--- src/design/mnd_decode.sv ---
// package and opcode decoder for the move / no-op / return-from-interrupt core

// ****************************************************************
// shared constants and types
// ****************************************************************
package mnd_pkg;
	// instruction word and operand geometry
	localparam int INSTR_W      = 14;
	localparam int FADDR_W      = 7;
	localparam int DATA_W       = 8;
	localparam int FREG_COUNT   = 128;
	localparam int DEST_BIT     = 7;
	// opcode fields
	localparam logic [5:0] FMOVE_CODE = 6'h08;
	localparam logic [3:0] LLOAD_CODE = 4'hc;
	localparam logic [6:0] STORE_CODE = 7'h01;
	localparam logic [6:0] NOP_HI     = 7'h00;
	localparam logic [4:0] NOP_LO     = 5'h00;
	localparam logic [13:0] IRET_CODE = 14'h0009;
	// interrupt control register layout and reset
	localparam int IRQ_EN_BIT           = 7;
	localparam logic [7:0] IRQ_CTRL_RST = 8'h00;
	// timing: four clocks make one instruction cycle
	localparam int CLK_PERIOD_NS   = 50;
	localparam int INSTR_PERIOD_NS = 200;
	localparam int Q_PER_CYCLE     = INSTR_PERIOD_NS / CLK_PERIOD_NS;
	localparam logic [1:0] Q_FIRST = 2'h0;
	localparam logic [1:0] Q_LAST  = 2'(Q_PER_CYCLE - 1);
	// reset values
	localparam logic [7:0] W_RST    = 8'h00;
	localparam logic [7:0] FREG_RST = 8'h00;

	typedef enum logic [2:0] {
		OTHER_OP,
		FILE_MOVE_OP,
		LITERAL_LOAD_OP,
		WORK_STORE_OP,
		NO_OPERATION_OP,
		INTERRUPT_RETURN_OP
	} mnd_op_e;
endpackage : mnd_pkg

// ****************************************************************
// combinational opcode decoder
// ****************************************************************
module mnd_decode
	import mnd_pkg::*;
(
	// instruction word
	input  wire logic [INSTR_W-1:0] instr_in,
	// decoded fields
	output mnd_op_e                 op_out,
	output logic                    dest_out,
	output logic [FADDR_W-1:0]      faddr_out,
	output logic [DATA_W-1:0]       lit_out
);
	// operand fields are fixed slices of the word
	assign dest_out  = instr_in[DEST_BIT];         // see RULE1
	assign faddr_out = instr_in[FADDR_W-1:0];      // see RULE10
	assign lit_out   = instr_in[DATA_W-1:0];       // see RULE10

	// exact return code is checked before the looser no-op pattern
	always_comb begin
		if (instr_in == IRET_CODE) begin
			op_out = INTERRUPT_RETURN_OP;          // see RULE6
		end else if (instr_in[13:8] == FMOVE_CODE) begin
			op_out = FILE_MOVE_OP;                 // see RULE1
		end else if (instr_in[13:10] == LLOAD_CODE) begin
			op_out = LITERAL_LOAD_OP;              // bits 9:8 ignored, see RULE4
		end else if (instr_in[13:7] == STORE_CODE) begin
			op_out = WORK_STORE_OP;                // see RULE5
		end else if (instr_in[13:7] == NOP_HI &&
				instr_in[4:0] == NOP_LO) begin
			op_out = NO_OPERATION_OP;              // bits 6:5 ignored, see RULE9
		end else begin
			op_out = OTHER_OP;
		end
	end
endmodule : mnd_decode

--- src/design/mnd_core.sv ---
// execute core for file move, literal load, store, no-op and interrupt return
//
// Contract
// RULE1: file move copies f into W when d is 0, into f when d is 1.
// RULE2: file move sets zero flag from the moved value.
// RULE3: literal load puts the 8-bit literal in W, flags untouched.
// RULE4: the two don't-care bits of literal load never alter decoding.
// RULE5: store writes W into file register at 7-bit address, flags untouched.
// RULE6: interrupt return pops the stack and loads the popped value into PC.
// RULE7: interrupt return sets global interrupt enable, bit 7 of control reg.
// RULE8: interrupt return takes two instruction cycles, the others take one.
// RULE9: no-operation changes nothing except advancing the program counter.
// RULE10: file operands from the low 7 bits, literals from the low 8.
module mnd_core
	import mnd_pkg::*;
#(
	parameter int PC_W        = 13,
	parameter int STACK_DEPTH = 8
) (
	// clock and reset
	input  wire logic               mclk_in,
	input  wire logic               sys_rst_in,
	// instruction from program memory, valid for the cycle at pc_out
	input  wire logic [INSTR_W-1:0] instr_in,
	// stack push and interrupt entry from the rest of the core
	input  wire logic               stack_push_in,
	input  wire logic [PC_W-1:0]    stack_push_addr_in,
	input  wire logic               irq_en_clear_in,
	// architectural state
	output logic [PC_W-1:0]         pc_out,
	output logic [DATA_W-1:0]       w_out,
	output logic                    zero_flag_out,
	output logic [7:0]              interrupt_control_reg_out,
	output logic                    cycle_end_out,
	// file register write observation
	output logic                    fwr_en_out,
	output logic [FADDR_W-1:0]      fwr_addr_out,
	output logic [DATA_W-1:0]       fwr_data_out
);
	localparam int SP_W = $clog2(STACK_DEPTH);

	// ****************************************************************
	// state
	// ****************************************************************
	logic [1:0]         q_r;
	logic [INSTR_W-1:0] ir_r;
	logic               flush_r;
	logic [PC_W-1:0]    pc_r;
	logic [DATA_W-1:0]  w_r;
	logic               z_r;
	logic [7:0]         irq_ctrl_r;
	logic [SP_W-1:0]    sp_r;
	logic [PC_W-1:0]    stack_r [STACK_DEPTH];
	logic [DATA_W-1:0]  fregs_r [FREG_COUNT];
	logic               fwr_en_r;
	logic [FADDR_W-1:0] fwr_addr_r;
	logic [DATA_W-1:0]  fwr_data_r;
	logic               cyc_end_r;

	// decoded view of the latched instruction
	mnd_op_e            op;
	logic               dest;
	logic [FADDR_W-1:0] faddr;
	logic [DATA_W-1:0]  lit;
	logic [DATA_W-1:0]  fdata;
	logic [PC_W-1:0]    stack_top;
	logic               exec;

	mnd_decode u_decode (
		.instr_in  (ir_r),
		.op_out    (op),
		.dest_out  (dest),
		.faddr_out (faddr),
		.lit_out   (lit)
	);

	assign fdata     = fregs_r[faddr];
	assign stack_top = stack_r[SP_W'(sp_r - 1'b1)];
	// the cycle after an interrupt return is a dead slot
	assign exec      = (q_r == Q_LAST) && !flush_r;

	// ****************************************************************
	// instruction cycle sequencing
	// ****************************************************************
	// phase counter: four clocks per instruction cycle
	always_ff @(posedge mclk_in) begin
		if (sys_rst_in) begin
			q_r       <= Q_FIRST;
			cyc_end_r <= 1'b0;
		end else begin
			q_r       <= (q_r == Q_LAST) ? Q_FIRST : 2'(q_r + 1'b1);
			cyc_end_r <= (q_r == Q_LAST);
		end
	end

	// fetch latch: word taken at first phase from the current pc
	always_ff @(posedge mclk_in) begin
		if (sys_rst_in) begin
			ir_r <= '0;
		end else if (q_r == Q_FIRST) begin
			ir_r <= instr_in;
		end
	end

	// second cycle of interrupt return: fetched word is discarded
	always_ff @(posedge mclk_in) begin
		if (sys_rst_in) begin
			flush_r <= 1'b0;
		end else if (q_r == Q_LAST) begin
			flush_r <= exec && (op == INTERRUPT_RETURN_OP); // see RULE8
		end
	end

	// ****************************************************************
	// program counter and stack
	// ****************************************************************
	// pc advances once per executed cycle, return reloads from stack
	always_ff @(posedge mclk_in) begin
		if (sys_rst_in) begin
			pc_r <= '0;
		end else if (exec) begin
			if (op == INTERRUPT_RETURN_OP) begin
				pc_r <= stack_top;                    // see RULE6
			end else begin
				pc_r <= PC_W'(pc_r + 1'b1);           // see RULE9
			end
		end
	end

	// circular stack: overflow and underflow wrap silently
	always_ff @(posedge mclk_in) begin
		if (sys_rst_in) begin
			sp_r <= '0;
			for (int i = 0; i < STACK_DEPTH; i++) begin
				stack_r[i] <= '0;
			end
		end else if (exec && op == INTERRUPT_RETURN_OP) begin
			sp_r <= SP_W'(sp_r - 1'b1);               // see RULE6
		end else if (stack_push_in) begin
			stack_r[sp_r] <= stack_push_addr_in;
			sp_r          <= SP_W'(sp_r + 1'b1);
		end
	end

	// ****************************************************************
	// working register, zero flag, interrupt control
	// ****************************************************************
	// w loads from a move with d clear or from a literal
	always_ff @(posedge mclk_in) begin
		if (sys_rst_in) begin
			w_r <= W_RST;
		end else if (exec) begin
			if (op == FILE_MOVE_OP && !dest) begin
				w_r <= fdata;                         // see RULE1
			end else if (op == LITERAL_LOAD_OP) begin
				w_r <= lit;                           // see RULE3
			end
		end
	end

	// only the file move touches the zero flag here
	always_ff @(posedge mclk_in) begin
		if (sys_rst_in) begin
			z_r <= 1'b0;
		end else if (exec && op == FILE_MOVE_OP) begin
			z_r <= (fdata == '0);                     // see RULE2
		end
	end

	// the return's set beats a clear in the same clock
	always_ff @(posedge mclk_in) begin
		if (sys_rst_in) begin
			irq_ctrl_r <= IRQ_CTRL_RST;
		end else if (exec && op == INTERRUPT_RETURN_OP) begin
			irq_ctrl_r[IRQ_EN_BIT] <= 1'b1;           // see RULE7
		end else if (irq_en_clear_in) begin
			irq_ctrl_r[IRQ_EN_BIT] <= 1'b0;
		end
	end

	// ****************************************************************
	// file registers
	// ****************************************************************
	// move with d set rewrites f with itself, a cheap zero test
	always_ff @(posedge mclk_in) begin
		if (sys_rst_in) begin
			fwr_en_r   <= 1'b0;
			fwr_addr_r <= '0;
			fwr_data_r <= '0;
			for (int i = 0; i < FREG_COUNT; i++) begin
				fregs_r[i] <= FREG_RST;
			end
		end else begin
			fwr_en_r <= 1'b0;
			if (exec && op == FILE_MOVE_OP && dest) begin
				fregs_r[faddr] <= fdata;              // see RULE1
				fwr_en_r       <= 1'b1;
				fwr_addr_r     <= faddr;
				fwr_data_r     <= fdata;
			end else if (exec && op == WORK_STORE_OP) begin
				fregs_r[faddr] <= w_r;                // see RULE5
				fwr_en_r       <= 1'b1;
				fwr_addr_r     <= faddr;              // see RULE10
				fwr_data_r     <= w_r;
			end
		end
	end

	// outputs straight from flip-flops
	assign pc_out                    = pc_r;
	assign w_out                     = w_r;
	assign zero_flag_out             = z_r;
	assign interrupt_control_reg_out = irq_ctrl_r;
	assign cycle_end_out             = cyc_end_r;
	assign fwr_en_out                = fwr_en_r;
	assign fwr_addr_out              = fwr_addr_r;
	assign fwr_data_out              = fwr_data_r;
endmodule : mnd_core

--- config.mk ---
export PLATFORM = sky130hd
export DESIGN_NAME = mnd_core
export DESIGN_NICKNAME = d
export VERILOG_FILES = /design/src/design/mnd_decode.sv /design/src/design/mnd_core.sv
export SDC_FILE = /design/constraint.sdc
export NUM_CORES = 2
export LEC_CHECK = 0
export BUFFER_PORTS_ARGS = -buffer_cell sky130_fd_sc_hd__buf_2
export CAP_MARGIN = 20
export CORE_MARGIN = 8
export CORE_UTILIZATION = 30
export CTS_CLUSTER_DIAMETER = 60
export DETAILED_ROUTE_END_ITERATION = 16
export SLEW_MARGIN = 0
export SYNTH_ARGS = -nofsm -noshare
export SYNTH_HDL_FRONTEND = slang
export SYNTH_SLANG_ARGS = --single-unit
--- constraint.sdc ---
create_clock -name mclk_in -period 4.4 [get_ports mclk_in]
set_input_delay 0.44 -clock mclk_in [delete_from_list [all_inputs] [get_ports mclk_in]]
set_output_delay 0.44 -clock mclk_in [all_outputs]
set_load 0.02 [all_outputs]
==> results <==
- The flow ran to the end, and the final reports show no timing, DRC or antenna violations.
- STA classifies the critical path startpoint as a register.
- The mean routed wirelength per cell is 23.5 um.
- The via count of the first global-routing pass is 33,200.
- Of all cell types, the one taking the most synthesized area is sky130_fd_sc_hd__edfxtp_1.
- The global routing usage summed across all routing layers is roughly 15%.
- The minimum clock period after layout is 4100 ps.
- The count of input and output buffers is 70.
- The detailed-router iteration count before antenna repair is 6.
- The largest fanout on the critical path is 87.
- The detailed-route via count is 33,700.
- The transition time of the tightest slew-check pin is about 1100 ps.
- The core region is 183,000 um2.
- The share of the clock period used by the worst path is 93.1%.
- The synthesized instance count is roughly 4,000.
- By area the synthesized netlist is led by sky130_fd_sc_hd__edfxtp_1 (62%), sky130_fd_sc_hd__mux4_2 (6.7%), sky130_fd_sc_hd__nor2_2 (5.0%).
- The overall die width is 444 um.
- Summed over all layers, the global routing overflow is 0.
- The number of max-slew violations in the final report came to 0.
- The layout-stage area growth over the synthesis result is 13.8%.
- The switching power is 8500 uW.
- Setup repair after global routing left no endpoint under its margin.
- The path type of the worst setup path is reg -> reg.
- Net switching is 29.3% of the power.
- Entering global routing, the biggest net connects approximately 140 pins.
- The maximum clock frequency is 244 MHz.
- The worst hold slack is 54.1 ps.
- The number of nets in the layout is between 4,000 and 5,000.
- Between clock sinks in the finished design, the worst skew comes to 26.4 ps.
- Traced cell by cell, the critical path runs through buf_12 -> mux2i_1 -> o221ai_1 -> o32ai_1 -> nor3_1 -> buf_4 -> nand4_1 -> nor4_4 -> mux2i_4 -> buf_12 -> nor2_2.
- The utilization of the core after routing is approximately a third.
- The worst setup path is captured at a register.
- The count of nets left with antenna violations once routing finished came out at 0.
- After synthesis the netlist holds a flip-flop and latch count of 1,195.
- The clock network fraction of design power is 38.3%.
- The die outline height is 444 um.
- The clock tree root driver cell is sky130_fd_sc_hd__clkbuf_16.
- Wires add up to approximately 160,000 um.
- The clock net sink count is 1,195.
- The cell class contributing the biggest share of worst-path delay is simple AND/OR/NAND/NOR gates.
- Setup slack on the critical path of the routed design comes to 305 ps.
- After clock tree synthesis, the clock-pin slew on the worst setup and hold paths is 60 ps.
- Summed over all nets, the half-perimeter wirelength after detailed placement is around 100,000 um.
- The TritonCTS clock tree is yes.
- On the critical path, the stage with the largest delay is an instance of sky130_fd_sc_hd__o221ai_1.
- The later pin in the worst-skew pair is clocked with a latency of 780 ps.
- The critical path arrival is approximately 4700 ps.
- The total number of yosys warnings is 0.
- The cell area that synthesis handed to floorplanning was between 50,000 and 60,000 um2.
- Cell internal power was estimated by the tool at 20,500 uW.
- The data required time of the worst path is 5020 ps.
- Setup total negative slack on the finished layout was measured at 0 ps.
- The worst hold path belongs to the class in -> reg.
- The level count of the clock H-tree is 4.
- The final weighted congestion in routability-driven placement is between 0.9 and 1.
- The ratio of routed vias to standard cells is 5.11.
- Total power for the finished layout comes to 29,000 uW.
- The number of fill cells is 17,600.
- The largest buffer count on any clock path is 3.
- The largest single stage delay on the critical path is 530 ps.
- The leakage dissipation is between 0.02 and 0.025 uW.
- The number of enable flip-flop cells after synthesis is ~1,100.
- The hold path depth is 2.
- The wire length of the first global-routing pass is 227,000 um.
- The number of antenna violations at the first check in global routing was 3.
- The relative slew slack is 25.1%.
- For this run, the leading register cell type out of synthesis is sky130_fd_sc_hd__edfxtp_1.
- For this run, asynchronously set or reset flops after synthesis account for 0%.
- After the first detailed-routing iteration, the DRC count stood at approximately 3,700.
- The effective utilization at floorplan is a little under a third.
- In this run the power density over the cells is 464 nW/um2.
- The DRC violation count after routing is 0.
- Setup violations remaining at the end of the flow were counted as 0.
- The floorplan has 157 rows.
- The hold violation count in the final report came to 0.
- Before CTS, the worst setup slack after placement is 394 ps.
- The proportion of netlist area held by the largest area contributor is 61.6%.
- Synthesis instantiated 62 different standard cells from the library.
- In the final layout, the share of cells above drive strength 1 is a little over a quarter.
- TritonCTS created 135 clock buffers.
- In this run the count of I/O pins placed on the die edge is 78.
- Across the VDD grid, the largest voltage drop is 429 uV.
- The power share of the combinational group is 17.1%.
- For this run, the register share of the synthesized area comes to 64.0%.
- The number of cells on the worst reg-to-reg path is 11.
- Counting buffers and inverters, the worst setup path is 11 cells deep.
- The die covers ~200,000 um2.
- The count of max-cap constraint violations is 0.
- The synthesized area per cell is 13.8 um2.
- Among the stages of the critical path, the cell type that occurs most often is sky130_fd_sc_hd__buf_12.
- Of the total power, registers draw roughly 45%.
- Together, buffers and inverters on the worst path number 3.
==> final cells by class <==
| cell class | instances | area [um2] | share of cell area, % |
|---|---|---|---|
| sequential | 1195 | 35200 | 56.3 |
| timing repair buffer | 267 | 2340 | 3.74 |
| inverter | 7 | 26.3 | 0.0420 |
| tap | 2385 | 2980 | 4.77 |
| clock inverter | 81 | 842 | 1.35 |
| multi-input combinational | 2496 | 17700 | 28.3 |
| antenna | 3 | 7.51 | 0.0120 |
| clock buffer | 162 | 3480 | 5.56 |
==> per-stage QoR <==
stage	instances	cell area (um2)
finish	6596	62600
global route	6595	62600
CTS	6593	62600
detailed placement	6334	58100
global placement	6334	58100
floorplan	4003	55000
==> Yosys cell counts, types with 39 or more instances <==
master,number
sky130_fd_sc_hd__nand2_1,203
sky130_fd_sc_hd__nor3_1,69
sky130_fd_sc_hd__and2_1,104
sky130_fd_sc_hd__o22ai_1,56
sky130_fd_sc_hd__nor2_1,673
sky130_fd_sc_hd__nand2b_1,140
sky130_fd_sc_hd__buf_2,42
sky130_fd_sc_hd__o221ai_1,87
sky130_fd_sc_hd__clkbuf_1,90
sky130_fd_sc_hd__mux4_2,163
sky130_fd_sc_hd__edfxtp_1,1128
sky130_fd_sc_hd__o21ai_0,43
sky130_fd_sc_hd__dfxtp_1,67
sky130_fd_sc_hd__nor2_2,441
sky130_fd_sc_hd__buf_6,115
sky130_fd_sc_hd__a21oi_1,39
sky130_fd_sc_hd__mux2i_1,275
==> flip-flops by register name (all words and copies together) (netlist names), named ones only <==
name and cells:
ir_r 14, pc_out 13, sp_r 3, zero_flag_out 1, fwr_data_out 8, stack_r 104, cycle_end_out 1, w_out 8
fwr_addr_out 7, flush_r 1, fwr_en_out 1, fregs_r 1024, interrupt_control_reg_out 1, q_r 2
==> layer usage <==
metal	up-vias	GRT usage, %	share of wire [%]
li1	14900	-	-
met1	17200	20.3	41
met2	1386	25.2	48
met3	260	2.73	7.7
met4	0	4.98	3.2
met5	-	0	0
==> cell families (layout without fill, tap and decap cells) <==
| kind of cell | after synthesis | count (layout) | share of synthesized area (%) |
|---|---|---|---|
| simple gates | 1741 | 1741 | 16.0 |
| mux | 443 | 443 | 11.8 |
| flops | 1195 | 1195 | 64.0 |
| other cells | 1 | 10 | 0.00682 |
| compound gates | 297 | 297 | 3.77 |
| fa+ha+maj | 5 | 5 | 0.114 |
| xor+xnor | 3 | 3 | 0.0478 |
| buf+inv | 312 | 517 | 4.20 |
==> layout by cell type (no fill, tap or decap), types with 18 or more instances in the layout <==
cell type | synthesis | layout
sky130_fd_sc_hd__mux4_2 | 163 | 163
sky130_fd_sc_hd__o221ai_1 | 87 | 87
sky130_fd_sc_hd__and2_1 | 104 | 104
sky130_fd_sc_hd__buf_2 | 42 | 69
sky130_fd_sc_hd__o21ai_0 | 43 | 43
sky130_fd_sc_hd__dfxtp_1 | 67 | 63
sky130_fd_sc_hd__buf_12 | 3 | 37
sky130_fd_sc_hd__nand2_1 | 203 | 202
sky130_fd_sc_hd__clkinv_1 | 0 | 28
sky130_fd_sc_hd__nor2_2 | 441 | 442
sky130_fd_sc_hd__edfxtp_1 | 1128 | 1128
sky130_fd_sc_hd__clkbuf_1 | 90 | 27
sky130_fd_sc_hd__o22ai_1 | 56 | 56
sky130_fd_sc_hd__and3_1 | 18 | 18
sky130_fd_sc_hd__mux2i_1 | 275 | 267
sky130_fd_sc_hd__buf_4 | 29 | 144
sky130_fd_sc_hd__clkinv_2 | 0 | 18
sky130_fd_sc_hd__nand2b_1 | 140 | 139
sky130_fd_sc_hd__a21oi_1 | 39 | 39
sky130_fd_sc_hd__clkbuf_16 | 0 | 135
sky130_fd_sc_hd__nor2_1 | 673 | 672
sky130_fd_sc_hd__nor3_1 | 69 | 67
==> power groups by stage <==
stage / Sequential (uW) / Clock, uW / Combinational (uW)
6_report: 13000 / 11100 / 4960
4_1_cts: 13000 / 11200 / 4980
3_3_place_gp: 13200 / 0 / 4940
2_1_floorplan: 13100 / 0 / 3560
3_5_place_dp: 13200 / 0 / 4950
5_1_grt: 13000 / 11700 / 5140
==> final timing paths <==
check	startpoint	end	slack [ps]
worst max-delay path	register	fregs_r[4][4]	300
worst min-delay path	stack_push_addr_in[0]	stack_r[7][0]	50
worst max register to register	register	fregs_r[4][4]	300
worst min register to register	fwr_addr_out[5]	fwr_addr_out[5]	450
==> what timing repair did <==
action                     4_1_cts  5_1_grt
hold endpoints to repair        36        0
resized for setup                0        0
setup endpoints to repair        0        0
hold buffers                    16        0
setup buffers                    0        0
Power figures use the tool's default switching activity.
